--- src/logic/bxc_pkg.sv ---
// constants, carrier types and state enumerations for the bridge extension control registers
package bxc_pkg;

  // ==========================================================
  // register offsets (byte offsets in configuration space)
  localparam logic [7:0] OFF_BRIDGE_CTRL_HI = 8'h3f;
  localparam logic [7:0] OFF_BRIDGE_CTRL = 8'h3e;
  localparam logic [7:0] OFF_DIAG = 8'h41;
  localparam logic [7:0] OFF_ARB_LO = 8'h42;
  localparam logic [7:0] OFF_ARB_HI = 8'h43;
  localparam logic [7:0] OFF_SERR_MASK = 8'h64;
  localparam logic [7:0] OFF_GPIO_DATA = 8'h65;

  // ==========================================================
  // field positions
  localparam int BRIDGE_CTRL_SEC_RESET_BIT = 6;
  localparam int DIAG_RESET_BIT = 0;
  localparam int ARB_BRIDGE_BIT = 9;
  localparam int GPIO_HIGH_LSB = 4;
  localparam int GPIO_LOW_LSB = 0;
  localparam int GPIO_PINS = 4;

  // ==========================================================
  // reset values and writable masks
  localparam logic [15:0] ARB_RESET = 16'h0200;
  localparam logic [15:0] ARB_WRITABLE = 16'h03ff;
  localparam logic [7:0] SERR_MASK_RESET = 8'h00;
  localparam logic [7:0] SERR_MASK_WRITABLE = 8'h7e;
  localparam logic [7:0] GPIO_DATA_RESET = 8'h00;
  localparam logic [3:0] GPIO_DIR_RESET = 4'h0;

  // ==========================================================
  // arbiter shape and self reset timing
  localparam int NUM_REQ = 10;
  localparam logic [3:0] ARB_PTR_RESET = 4'h9;
  localparam int SELF_RESET_NS = 400;
  localparam int CLOCK_PERIOD_NS = 25;
  localparam logic [7:0] SELF_RESET_CYCLES = 8'((SELF_RESET_NS + CLOCK_PERIOD_NS - 1) / CLOCK_PERIOD_NS);

  // ==========================================================
  // carriers
  typedef struct packed {
    logic write;
    logic [5:0] dword;
    logic [3:0] byte_en;
    logic [31:0] wdata;
  } bxc_cfg_req_t;

  // bit order matches event mask bits 6 down to 1
  typedef struct packed {
    logic rd_timeout;
    logic wr_timeout;
    logic pw_master_abort;
    logic pw_target_abort;
    logic pw_timeout;
    logic pw_parity;
  } bxc_err_event_t;

  typedef enum logic [1:0] {
    DIAG_IDLE,
    DIAG_SET_HOLD,
    DIAG_SELF_RESET
  } bxc_diag_state_t;

endpackage

--- src/logic/bxc_tier_arbiter.sv ---
// two-tier rotational arbiter for the secondary bus requesters
`timescale 1ns/1ps
module bxc_tier_arbiter (
  // clock, resets and clock enable
  input wire logic clock,
  input wire logic rstn,
  input wire logic ce,
  input wire logic soft_reset,
  // requests and tier placement, bit 9 is the bridge itself
  input wire logic [9:0] req,
  input wire logic [9:0] high_tier,
  // one-hot grant
  output logic [9:0] grant_reg
);

  logic [9:0] grant_next;
  logic [3:0] ptr_hi_reg;
  logic [3:0] ptr_hi_next;
  logic [3:0] ptr_lo_reg;
  logic [3:0] ptr_lo_next;
  logic [9:0] cand_hi;
  logic [9:0] cand_lo;
  logic [3:0] win;

  // ==========================================================
  // first candidate after the last winner, wrapping round
  function automatic logic [3:0] pick_next(input logic [9:0] cand, input logic [3:0] last);
    logic [3:0] idx;
    logic found;
    pick_next = last;
    found = 1'b0;
    for (int i = 1; i <= bxc_pkg::NUM_REQ; i++) begin
      idx = 4'((int'(last) + i) % bxc_pkg::NUM_REQ);
      if (!found && cand[idx]) begin
        pick_next = idx;
        found = 1'b1;
      end
    end
  endfunction

  // ==========================================================
  // grant selection
  always_comb begin
    grant_next = grant_reg;
    ptr_hi_next = ptr_hi_reg;
    ptr_lo_next = ptr_lo_reg;
    cand_hi = req & high_tier;
    cand_lo = req & ~high_tier;
    win = 4'h0;
    if (soft_reset) begin
      grant_next = '0;
      ptr_hi_next = bxc_pkg::ARB_PTR_RESET;
      ptr_lo_next = bxc_pkg::ARB_PTR_RESET;
    end else if ((grant_reg & req) == 10'h000) begin
      // high tier always wins, rotation keeps each tier fair
      if (|cand_hi) begin
        win = pick_next(cand_hi, ptr_hi_reg);
        ptr_hi_next = win;
        grant_next = 10'h001 << win;
      end else if (|cand_lo) begin
        win = pick_next(cand_lo, ptr_lo_reg);
        ptr_lo_next = win;
        grant_next = 10'h001 << win;
      end else begin
        grant_next = '0;
      end
    end
  end

  always_ff @(posedge clock) begin
    if (!rstn) begin
      grant_reg <= '0;
      ptr_hi_reg <= bxc_pkg::ARB_PTR_RESET;
      ptr_lo_reg <= bxc_pkg::ARB_PTR_RESET;
    end else if (ce) begin
      grant_reg <= grant_next;
      ptr_hi_reg <= ptr_hi_next;
      ptr_lo_reg <= ptr_lo_next;
    end
  end

endmodule

--- src/logic/bxc_ext_regs.sv ---
// extension control registers: self reset, arbiter tiers, error event mask, gpio output data
// How it works
// writing one to diagnostic bit 0 sets bridge control bit 6, then self resets
// the self reset resets this block and holds the secondary bus in reset
// bridge control bit 6 survives the self reset and stays set
// diagnostic bit 0 clears itself; diagnostic bits 7 to 1 read zero
// arbiter has two tiers, rotation within each, high tier favoured
// arbiter bit 9 places the bridge in low or high tier, resets to one
// arbiter bits 8 to 0 place grant lines 8 to 0, reset to zero
// arbiter bits 15 to 10 read zero
// mask bit 6 clear lets a delayed read time-out raise system error
// mask bit 5 clear lets a delayed write time-out raise system error
// mask bit 4 clear lets a posted write master abort raise system error
// mask bit 3 clear lets a posted write target abort raise system error
// mask bit 2 clear lets a posted write time-out raise system error
// mask bit 1 clear lets a posted write parity error raise system error
// event mask resets to zero; bits 7 and 0 read zero
// a one in gpio data bits 7 to 4 drives pins 3 to 0 high
// a one in gpio data bits 3 to 0 drives pins 3 to 0 low
// with both high and low set for a pin, low wins
// output data does nothing on input pins; data register resets to zero
// after reset every gpio pin is an input until configured
// system error needs the event, its clear mask bit and the global enable
`timescale 1ns/1ps
module bxc_ext_regs (
  // clock, reset, clock enable
  input wire logic clock,
  input wire logic rstn,
  input wire logic ce,
  // configuration access
  input wire logic cfg_valid,
  input wire bxc_pkg::bxc_cfg_req_t cfg_req,
  output logic cfg_ack,
  output logic [31:0] cfg_rdata,
  // secondary arbitration
  input wire logic [8:0] secondary_req,
  input wire logic bridge_req,
  output logic [8:0] secondary_grant,
  output logic bridge_grant,
  // system error
  input wire logic serr_global_enable,
  input wire bxc_pkg::bxc_err_event_t err_event,
  output logic primary_system_error_out,
  // gpio
  input wire logic [3:0] gpio_dir_output,
  output logic [3:0] gpio_out,
  output logic [3:0] gpio_oe,
  // resets driven out
  output logic self_reset_out,
  output logic secondary_bus_reset_out
);

  // ==========================================================
  // state
  bxc_pkg::bxc_diag_state_t diag_state_reg;
  bxc_pkg::bxc_diag_state_t diag_state_next;
  logic [7:0] diag_count_reg;
  logic [7:0] diag_count_next;
  logic sec_reset_bit_reg;
  logic sec_reset_bit_next;
  logic [15:0] arb_tier_reg;
  logic [15:0] arb_tier_next;
  logic [7:0] serr_mask_reg;
  logic [7:0] serr_mask_next;
  logic [7:0] gpio_data_reg;
  logic [7:0] gpio_data_next;
  logic [3:0] gpio_level_reg;
  logic [3:0] gpio_level_next;
  logic [3:0] gpio_oe_reg;
  logic [3:0] gpio_oe_next;
  logic [3:0] gpio_out_reg;
  logic [3:0] gpio_out_next;
  logic serr_reg;
  logic serr_next;
  logic self_reset_reg;
  logic self_reset_next;
  logic sec_bus_reset_reg;
  logic sec_bus_reset_next;
  logic cfg_ack_reg;
  logic cfg_ack_next;
  logic [31:0] cfg_rdata_reg;
  logic [31:0] cfg_rdata_next;
  logic soft_rst;
  logic [9:0] grant_vec;
  logic [5:0] unmasked;
  logic [3:0] hi_bits;
  logic [3:0] lo_bits;
  logic [7:0] wbyte;
  logic [7:0] ctrl_byte;
  logic [7:0] diag_byte;

  // ==========================================================
  // byte lane helpers
  function automatic logic wr_hit(input logic v, input bxc_pkg::bxc_cfg_req_t r, input logic [7:0] off);
    wr_hit = v && r.write && (r.dword == off[7:2]) && r.byte_en[off[1:0]];
  endfunction

  function automatic logic [7:0] lane_data(input bxc_pkg::bxc_cfg_req_t r, input logic [7:0] off);
    lane_data = r.wdata[8 * int'(off[1:0]) +: 8];
  endfunction

  function automatic logic [31:0] place(input logic [5:0] dw, input logic [7:0] off, input logic [7:0] val);
    place = (dw == off[7:2]) ? (32'(val) << (8 * int'(off[1:0]))) : 32'h0000_0000;
  endfunction

  assign soft_rst = (diag_state_reg == bxc_pkg::DIAG_SELF_RESET);

  // ==========================================================
  // diagnostic self reset sequence
  always_comb begin
    diag_state_next = diag_state_reg;
    diag_count_next = diag_count_reg;
    sec_reset_bit_next = sec_reset_bit_reg;
    self_reset_next = 1'b0;
    sec_bus_reset_next = sec_reset_bit_reg;
    ctrl_byte = lane_data(cfg_req, bxc_pkg::OFF_BRIDGE_CTRL);
    diag_byte = lane_data(cfg_req, bxc_pkg::OFF_DIAG);
    unique case (diag_state_reg)
      bxc_pkg::DIAG_IDLE: begin
        if (wr_hit(cfg_valid, cfg_req, bxc_pkg::OFF_BRIDGE_CTRL)) begin
          sec_reset_bit_next = ctrl_byte[bxc_pkg::BRIDGE_CTRL_SEC_RESET_BIT];
        end
        if (wr_hit(cfg_valid, cfg_req, bxc_pkg::OFF_DIAG) && diag_byte[bxc_pkg::DIAG_RESET_BIT]) begin
          diag_state_next = bxc_pkg::DIAG_SET_HOLD;
        end
      end
      bxc_pkg::DIAG_SET_HOLD: begin
        // bit 6 is raised on the same edge that the self reset begins
        sec_reset_bit_next = 1'b1;
        diag_count_next = bxc_pkg::SELF_RESET_CYCLES;
        diag_state_next = bxc_pkg::DIAG_SELF_RESET;
        self_reset_next = 1'b1;
        sec_bus_reset_next = 1'b1;
      end
      bxc_pkg::DIAG_SELF_RESET: begin
        // bit 6 is not touched here, only rstn or software clears it
        self_reset_next = 1'b1;
        sec_bus_reset_next = 1'b1;
        diag_count_next = diag_count_reg - 8'h01;
        if (diag_count_reg == 8'h01) begin
          diag_state_next = bxc_pkg::DIAG_IDLE;
          self_reset_next = 1'b0;
        end
      end
      default: begin
        diag_state_next = bxc_pkg::DIAG_IDLE;
      end
    endcase
  end

  always_ff @(posedge clock) begin
    if (!rstn) begin
      diag_state_reg <= bxc_pkg::DIAG_IDLE;
      diag_count_reg <= 8'h00;
      sec_reset_bit_reg <= 1'b0;
      self_reset_reg <= 1'b0;
      sec_bus_reset_reg <= 1'b0;
    end else if (ce) begin
      diag_state_reg <= diag_state_next;
      diag_count_reg <= diag_count_next;
      sec_reset_bit_reg <= sec_reset_bit_next;
      self_reset_reg <= self_reset_next;
      sec_bus_reset_reg <= sec_bus_reset_next;
    end
  end

  // ==========================================================
  // arbiter tier, event mask and gpio registers
  always_comb begin
    arb_tier_next = arb_tier_reg;
    serr_mask_next = serr_mask_reg;
    gpio_data_next = gpio_data_reg;
    gpio_level_next = gpio_level_reg;
    // direction follows the direction register, all inputs out of reset
    gpio_oe_next = gpio_dir_output;
    wbyte = lane_data(cfg_req, bxc_pkg::OFF_GPIO_DATA);
    hi_bits = wbyte[bxc_pkg::GPIO_HIGH_LSB +: bxc_pkg::GPIO_PINS];
    lo_bits = wbyte[bxc_pkg::GPIO_LOW_LSB +: bxc_pkg::GPIO_PINS];
    if (soft_rst) begin
      arb_tier_next = bxc_pkg::ARB_RESET;
      serr_mask_next = bxc_pkg::SERR_MASK_RESET;
      gpio_data_next = bxc_pkg::GPIO_DATA_RESET;
      gpio_level_next = 4'h0;
      gpio_oe_next = bxc_pkg::GPIO_DIR_RESET;
    end else begin
      if (wr_hit(cfg_valid, cfg_req, bxc_pkg::OFF_ARB_LO)) begin
        arb_tier_next[7:0] = lane_data(cfg_req, bxc_pkg::OFF_ARB_LO);
      end
      if (wr_hit(cfg_valid, cfg_req, bxc_pkg::OFF_ARB_HI)) begin
        // upper bits are held at zero
        arb_tier_next[15:8] = lane_data(cfg_req, bxc_pkg::OFF_ARB_HI) & bxc_pkg::ARB_WRITABLE[15:8];
      end
      if (wr_hit(cfg_valid, cfg_req, bxc_pkg::OFF_SERR_MASK)) begin
        serr_mask_next = lane_data(cfg_req, bxc_pkg::OFF_SERR_MASK) & bxc_pkg::SERR_MASK_WRITABLE;
      end
      if (wr_hit(cfg_valid, cfg_req, bxc_pkg::OFF_GPIO_DATA)) begin
        gpio_data_next = wbyte;
        for (int i = 0; i < bxc_pkg::GPIO_PINS; i++) begin
          // input pins ignore the write; zeros leave the level alone
          if (gpio_oe_reg[i] && lo_bits[i]) begin
            gpio_level_next[i] = 1'b0;
          end else if (gpio_oe_reg[i] && hi_bits[i]) begin
            gpio_level_next[i] = 1'b1;
          end
        end
      end
    end
    gpio_out_next = gpio_level_next & gpio_oe_next;
  end

  always_ff @(posedge clock) begin
    if (!rstn) begin
      arb_tier_reg <= bxc_pkg::ARB_RESET;
      serr_mask_reg <= bxc_pkg::SERR_MASK_RESET;
      gpio_data_reg <= bxc_pkg::GPIO_DATA_RESET;
      gpio_level_reg <= 4'h0;
      gpio_oe_reg <= bxc_pkg::GPIO_DIR_RESET;
      gpio_out_reg <= 4'h0;
    end else if (ce) begin
      arb_tier_reg <= arb_tier_next;
      serr_mask_reg <= serr_mask_next;
      gpio_data_reg <= gpio_data_next;
      gpio_level_reg <= gpio_level_next;
      gpio_oe_reg <= gpio_oe_next;
      gpio_out_reg <= gpio_out_next;
    end
  end

  // ==========================================================
  // system error gating
  always_comb begin
    // events are pulses from the datapath; a masked event is dropped, not deferred
    unmasked = err_event & ~serr_mask_reg[6:1];
    serr_next = serr_global_enable && (|unmasked) && !soft_rst;
  end

  always_ff @(posedge clock) begin
    if (!rstn) begin
      serr_reg <= 1'b0;
    end else if (ce) begin
      serr_reg <= serr_next;
    end
  end

  // ==========================================================
  // configuration read and acknowledge
  always_comb begin
    cfg_ack_next = cfg_valid;
    cfg_rdata_next = 32'h0000_0000;
    if (cfg_valid && !cfg_req.write) begin
      // diagnostic byte always reads zero
      cfg_rdata_next =
        place(cfg_req.dword, bxc_pkg::OFF_BRIDGE_CTRL,
              8'({7'h00, sec_reset_bit_reg} << bxc_pkg::BRIDGE_CTRL_SEC_RESET_BIT)) |
        place(cfg_req.dword, bxc_pkg::OFF_ARB_LO, arb_tier_reg[7:0]) |
        place(cfg_req.dword, bxc_pkg::OFF_ARB_HI, arb_tier_reg[15:8] & bxc_pkg::ARB_WRITABLE[15:8]) |
        place(cfg_req.dword, bxc_pkg::OFF_SERR_MASK, serr_mask_reg & bxc_pkg::SERR_MASK_WRITABLE) |
        place(cfg_req.dword, bxc_pkg::OFF_GPIO_DATA, gpio_data_reg);
    end
  end

  always_ff @(posedge clock) begin
    if (!rstn) begin
      cfg_ack_reg <= 1'b0;
      cfg_rdata_reg <= 32'h0000_0000;
    end else if (ce) begin
      cfg_ack_reg <= cfg_ack_next;
      cfg_rdata_reg <= cfg_rdata_next;
    end
  end

  // ==========================================================
  // arbiter, its grant flops feed the ports directly
  bxc_tier_arbiter u_arbiter (
    .clock(clock),
    .rstn(rstn),
    .ce(ce),
    .soft_reset(soft_rst),
    .req({bridge_req, secondary_req}),
    .high_tier(arb_tier_reg[bxc_pkg::ARB_BRIDGE_BIT:0]),
    .grant_reg(grant_vec)
  );

  assign secondary_grant = grant_vec[8:0];
  assign bridge_grant = grant_vec[9];
  assign cfg_ack = cfg_ack_reg;
  assign cfg_rdata = cfg_rdata_reg;
  assign primary_system_error_out = serr_reg;
  assign gpio_out = gpio_out_reg;
  assign gpio_oe = gpio_oe_reg;
  assign self_reset_out = self_reset_reg;
  assign secondary_bus_reset_out = sec_bus_reset_reg;

endmodule

--- config.mk ---
export PLATFORM = sky130hd
export DESIGN_NAME = bxc_ext_regs
export DESIGN_NICKNAME = d
export VERILOG_FILES = /design/src/logic/bxc_pkg.sv /design/src/logic/bxc_tier_arbiter.sv /design/src/logic/bxc_ext_regs.sv
export SDC_FILE = /design/constraint.sdc
export NUM_CORES = 1
export LEC_CHECK = 0
export BUFFER_PORTS_ARGS = -buffer_cell sky130_fd_sc_hd__buf_2
export CAP_MARGIN = 20
export CORE_UTILIZATION = 35
export CTS_CLUSTER_SIZE = 30
export DETAILED_ROUTE_END_ITERATION = 7
export HOLD_SLACK_MARGIN = 0.05
export SLEW_MARGIN = 0
export SYNTH_ARGS = -nofsm -noshare
export SYNTH_HDL_FRONTEND = slang
export SYNTH_SLANG_ARGS = --single-unit
--- constraint.sdc ---
create_clock -name clock -period 17.29 [get_ports clock]
set_input_delay 2.5935 -clock clock [delete_from_list [all_inputs] [get_ports clock]]
set_output_delay 2.5935 -clock clock [all_outputs]
set_load 0.005 [all_outputs]
======== Word-level counts from Yosys, hierarchy flattened ========
Index checks and enable logic that the tools add are counted.
word-level totals
  register bits after elaboration ......... 102
  input bits .............................. 68
cells by class
  bitwise operators ....................... 11
  muxes and demuxes ....................... 192
  div/mod/pow operators ................... 20
  equal/unequal tests ..................... 10
  reduce and logical (&&, ||, !) cells .... 85
  $add $sub $neg .......................... 21
  $lt $le $gt $ge ......................... 20
  shifts and indexed selects .............. 2
operators with widths
  operator                                                     count
  modulo 32 x 5 -> 32 bit (second input constant)              20
  two-way mux 4 bit                                            37
  two-way mux 1 bit                                            112
  less-than comparator 4 x 5 -> 1 bit (second input constant)  20
  binary-select mux 1 bit (select 4 bit)                       20
  two-way mux 26 bit                                           2
  two-way mux 10 bit                                           5
  adder 4 x 3 -> 5 bit (second input constant)                 8
  logical AND 1 bit                                            40
  adder 4 x 4 -> 5 bit (second input constant)                 6
  AND 10 bit                                                   3
  bitwise OR 24 x 26 -> 26 bit                                 1
  bitwise OR 26 x 16 -> 26 bit                                 1
  bitwise OR 26 x 7 -> 26 bit                                  1
  two-way mux 24 bit                                           1
  two-way mux 8 bit                                            3
  bitwise OR 23 x 24 -> 24 bit                                 1
  two-way mux 23 bit                                           1
  two-way mux 7 bit                                            3
  adder 4 x 2 -> 5 bit (second input constant)                 4
  zero test 1 bit                                              20
  OR reduction 10 bit                                          2
  left shift 1 x 4 -> 10 bit (first input constant)            2
  nonzero test 2 bit                                           9
  other kinds (25)                                             39

======== Depth between registers and ports, before layout ========
  word-level depth ........................ 77
  depth in mapped cells ................... 24
  gate-level depth less buffers ........... 20

======== Hierarchy ========
A second synthesis with hierarchy kept.
unflattened totals
  cell total of the unflattened synthesis .. 1757
  area total of the unflattened synthesis .. 13329.0 um2
modules (own cells, without submodules)
  module            sequential area each (um2)  instances  cells an instance  area an instance (um2)
  bxc_tier_arbiter  360.3                       1          1397               10020.9
  bxc_ext_regs      1501.4                      1          360                3308.2

======== Least setup slack after synthesis ========
OpenSTA, ideal clock, no wires.
  kind .................................... input -> register
  start point ............................. input port secondary_req[3]
  end point ............................... register u_arbiter.grant_reg[6]
  path buffers ............................ 0
  cell stages on the path ................. 13
  arrival time ............................ 5.858 ns
  library setup time ...................... 0.060 ns
  path slack .............................. 11.372 ns
  required time ........................... 17.230 ns
  path through ............................ nor2b_1 mux2i_1 a221oi_1 o221ai_1 o32ai_2 or4b_4 nor4_4 nand3_2 or4_1 a41oi_2 and3_2 nor3b_2 o221a_1
between the ends
  word-level cells in the longest chain between the ends .. 76
RTL lines
  item                                     line                    RTL
  from (decl)                              bxc_ext_regs.sv:36      input wire logic [8:0] secondary_req,
  AND 10 bit                               bxc_tier_arbiter.sv:48  cand_lo = req & ~high_tier;
  binary-select mux 1 bit (select 4 bit)   bxc_tier_arbiter.sv:34  if (!found && cand[idx]) begin
  two-way mux 1 bit (implied by the code)  bxc_tier_arbiter.sv:34
  two-way mux 1 bit                        bxc_tier_arbiter.sv:34
  two-way mux 1 bit                        bxc_tier_arbiter.sv:60  end else if (|cand_lo) begin
  two-way mux 1 bit                        bxc_tier_arbiter.sv:56  if (|cand_hi) begin
  two-way mux 1 bit                        bxc_tier_arbiter.sv:54  end else if ((grant_reg & req) == 10'h000) begin
  two-way mux 1 bit                        bxc_tier_arbiter.sv:50  if (soft_reset) begin
  [... 60 more ...]                        n/a
  two-way mux 4 bit                        bxc_tier_arbiter.sv:56
  two-way mux 4 bit                        bxc_tier_arbiter.sv:54
  two-way mux 4 bit                        bxc_tier_arbiter.sv:50
  left shift 1 x 4 -> 10 bit               bxc_tier_arbiter.sv:63  grant_next = 10'h001 << win;
  two-way mux 10 bit                       bxc_tier_arbiter.sv:60
  two-way mux 10 bit                       bxc_tier_arbiter.sv:56
  two-way mux 10 bit                       bxc_tier_arbiter.sv:54
  two-way mux 10 bit                       bxc_tier_arbiter.sv:50
  to (signal assigned)                     bxc_tier_arbiter.sv:76  grant_reg <= grant_next;
  to (decl)                                bxc_tier_arbiter.sv:13  output logic [9:0] grant_reg
Several ways; a longest one is shown, not always the timed one. The select of a mux whose other input is x is not followed.
A chain may end at the register's enable or synchronous reset.

======== Final worst setup path ========
  start point ............................. register u_arbiter.ptr_lo_reg[2]
  end point ............................... register u_arbiter.grant_reg[6]
between the ends
  word-level cells in the longest chain between the ends .. 77
RTL lines
  item                                     line                    RTL
  from (decl)                              bxc_tier_arbiter.sv:19  logic [3:0] ptr_lo_reg;
  from (signal assigned)                   bxc_tier_arbiter.sv:74  ptr_lo_reg <= bxc_pkg::ARB_PTR_RESET;
  from (signal assigned)                   bxc_tier_arbiter.sv:78  ptr_lo_reg <= ptr_lo_next;
  adder 4 x 1 -> 5 bit                     bxc_tier_arbiter.sv:33  idx = 4'((int'(last) + i) % bxc_pkg::NUM_REQ);
  modulo 32 x 5 -> 32 bit                  bxc_tier_arbiter.sv:33
  binary-select mux 1 bit (select 4 bit)   bxc_tier_arbiter.sv:34
  two-way mux 1 bit (implied by the code)  bxc_tier_arbiter.sv:34
  two-way mux 1 bit                        bxc_tier_arbiter.sv:34
  two-way mux 1 bit                        bxc_tier_arbiter.sv:60
  two-way mux 1 bit                        bxc_tier_arbiter.sv:56
  two-way mux 1 bit                        bxc_tier_arbiter.sv:54
  [... 61 more ...]                        n/a
  two-way mux 4 bit *                      bxc_tier_arbiter.sv:56
  two-way mux 4 bit *                      bxc_tier_arbiter.sv:54
  two-way mux 4 bit *                      bxc_tier_arbiter.sv:50
  left shift 1 x 4 -> 10 bit *             bxc_tier_arbiter.sv:63
  two-way mux 10 bit *                     bxc_tier_arbiter.sv:60
  two-way mux 10 bit *                     bxc_tier_arbiter.sv:56
  two-way mux 10 bit *                     bxc_tier_arbiter.sv:54
  two-way mux 10 bit *                     bxc_tier_arbiter.sv:50
Mark *: on every way between the ends. The rest lies on a longest branch, timed or not. The select of a mux whose other input is x is not followed.

==> run summary <==
outcome = completed
final non-filler cell total = 2188
Hold Fails Final Rpt = 0
post-synthesis cell type count = 110
Hold Startpoint = self_reset_out
fin area = 0.0134 mm2
row count = 68
clock sink total = 93
required time worst endpoint = 17580 ps
slew margin rel. = 26.9%
Hold Crit Class = flip-flop to flip-flop
final period utilization = 38.5%
Syn. warnings = 0
crit path DAT = 6960 ps
Clock Tree Buf Depth = 2
P_leak = 5.14 nW
CTS tree = built
first-pass GRT wire length = 65800 um
layout net count = 1877
die area = 0.0358 mm2
Die Y = 189 um
clock power share = 9.1%
post-cts gate resize count = 0
slew at the pin with the worst max-slew slack = 1070 ps
net switching power figure = 1.30 mW
largest net degree at the start of global routing = 71
WHS = 469 ps
FF-to-FF End = u_arbiter.grant_reg[6]
Gate Count Post-Synth = 1686
vias post-DR = 13300
fill cell count = 3686
most frequent CP cell = ha_1
Post-CTS Setup Bufs = 0
Seq cells post-synth = 93
overflow left after global routing = 0
combinational share of power = 80.6%
CP cell instances = buf_4, ha_1, ha_1, inv_1, ha_1, a2111oi_0, nor2_1, xnor2_1, ha_1, nor2b_1, and2_1, o211a_1, or4b_4, nor4_4, nand3_2, or4_1, a41oi_2, and3_2, nor3b_2, o221a_1
Crit. End Element = flip-flop
worst hold path stage count = 2
Port Buffers = 105
WHS Endpoint = self_reset_out
GRT Total Usage = 22.4%
total wire length = 41400 um
TritonCTS buffer count = 9
routed len/inst = 18.9 um
crit path max-delay cell type = a2111oi_0
Clock Skew = 11.6 ps
routed vias/inst = 6.07
CTS root buf = clkbuf_16
ANT nets after route = 0
Netlist Area Pre-Place = 0.0123 mm2
core area = 0.0345 mm2
Syn Area/Cell = 7.28 um2
Iteration-0 DRC Markers = 1038
f_max = 150 MHz
CP Max Fanout = 27
# hold bufs at CTS = 0
DP Area = 0.0131 mm2
Max Cap Violations = 0
critical path startpoint category = flip-flop
Post-Route Setup TNS = 0 ps
cells on worst reg2reg path = 20
vias in the first global route = 12100
RePlAce Congestion = 0.950
CP peak stage delay = 640 ps
power density cells = 178 mW/mm2
Switching Share = 54.5%
placed wire-length estimate = 31900 um
Sequential Power Share = 10.2%
Inst Count DP = 2171
io pins = 122
Pint = 1.09 mW
H-tree depth reported by CTS = 3
max FFs per register = 24
Final Max Slew Viols = 0
Final Setup Violations = 0
RSZ-0062 raised after global routing = no
drc violations = 0
sequential fraction of the synthesis area = 15.2%
EDFF count, synth = 0
worst vdd ir = 0.0000749 V
Starting Density = 35.5%
Worst-path clk slew = 70 ps
Area Growth Syn to Fin = 9.24%
Top FF cell, synth = dfxtp_1
die width = 189 um
initial antenna violation count = 5
WS Path Type = flip-flop to flip-flop
ys async rst share = 0%
RR Startpoint = u_arbiter.ptr_lo_reg[2]
Skew-Pair Late Insertion Delay = 340 ps
R2R Setup Slk = 10630 ps
DRT Pass-1 Iters = 5
share of layout cells above drive strength 1 = 12.2%
fin crit period = 6660 ps
[worst max path at each step]
stage	start	endpoint	slack, ps	cells past startpoint
final	u_arbiter.ptr_lo_reg[2]	u_arbiter.grant_reg[6]	10630	20
after global routing	u_arbiter.ptr_lo_reg[2]	u_arbiter.grant_reg[6]	10070	20
after CTS	secondary_req[3]	u_arbiter.grant_reg[6]	10750	14
after detailed placement	secondary_req[3]	u_arbiter.grant_reg[6]	10380	14
after global placement	secondary_req[3]	u_arbiter.grant_reg[6]	10460	14
after floorplan	secondary_req[3]	u_arbiter.grant_reg[6]	11370	13
[routing by layer]
layer	global-route usage, %	vias to the layer above	share of wire, %
met2	36.2	448	44
met3	3.71	55	6.9
li1	-	6497	-
met5	0	-	0.089
met1	30.8	6277	47
met4	5.83	6	2.2
[synthesized netlist by cell type (18+ instances only)]
cell	number	area share [%]
ha_1	82	8.4
nor3_1	40	1.6
a211o_1	18	1.3
mux2i_1	39	3.2
nor2b_1	31	1.6
a22oi_1	65	4.0
buf_2	25	1.0
a31oi_1	35	1.8
clkbuf_1	55	1.7
a21oi_1	107	4.4
nand2b_1	30	1.5
nor4_1	22	1.1
nor2_1	177	5.4
and2_1	23	1.2
nand3_1	43	1.8
nand2_1	143	4.4
xnor2_1	39	2.8
o21ai_0	93	3.8
o21a_1	25	1.5
dfxtp_1	93	15
inv_1	49	1.5
a211oi_1	28	1.7
[cell families after synthesis]
family          share of synthesized area (%)
compound gates                           33.8
xor+xnor                                 4.08
fa+ha+maj                                9.10
buf+inv                                  5.58
flops                                    15.2
mux                                      5.48
other cells                            0.0306
simple gates                             26.7
[area by class of cell]
cell class / instances / area (um2) / area share [%]
sequential: 93 / 1860 / 13.9
timing repair buffer: 122 / 657 / 4.90
antenna: 1 / 2.50 / 0.0187
clock buffer: 10 / 239 / 1.78
clock inverter: 6 / 95.1 / 0.709
multi-input combinational: 1440 / 9750 / 72.7
inverter: 61 / 229 / 1.71
tap: 455 / 569 / 4.25
[power groups by stage]
stage / registers (mW) / logic [mW] / clock network (mW)
floorplan: 0.246 / 1.47 / 0
global placement: 0.249 / 1.86 / 0
detailed placement: 0.249 / 1.88 / 0
CTS: 0.244 / 1.89 / 0.221
global route: 0.245 / 2.11 / 0.230
finish: 0.244 / 1.93 / 0.219
[worst max-delay path, delay by kind of cell (launching register included)]
family,cells,cell delay (ps)
xor+xnor,1,350
compound gates,4,1410
simple gates,9,2530
flops,1,350
fa+ha+maj,4,1460
buf+inv,2,500
[layout by cell type (no fill, tap or decap), types with 31 or more instances in the layout]
cell type    n
nor2_1     177
nand2_1    143
a21oi_1    107
buf_2      105
o21ai_0     93
dfxtp_1     93
ha_1        82
a22oi_1     65
inv_1       49
nand3_1     43
nor3_1      40
xnor2_1     39
mux2i_1     39
a31oi_1     35
nor2b_1     31
[metrics by stage]
step           worst slack, ps  power (mW)  utilization (%)
3_5_place_dp             10380        2.13             37.8
3_3_place_gp             10460        2.11             37.8
5_1_grt                  10070        2.59             38.8
4_1_cts                  10750        2.36             38.8
2_1_floorplan            11370        1.72                -
6_report                 10630        2.39             38.8
(Power assumes the default switching activity.)
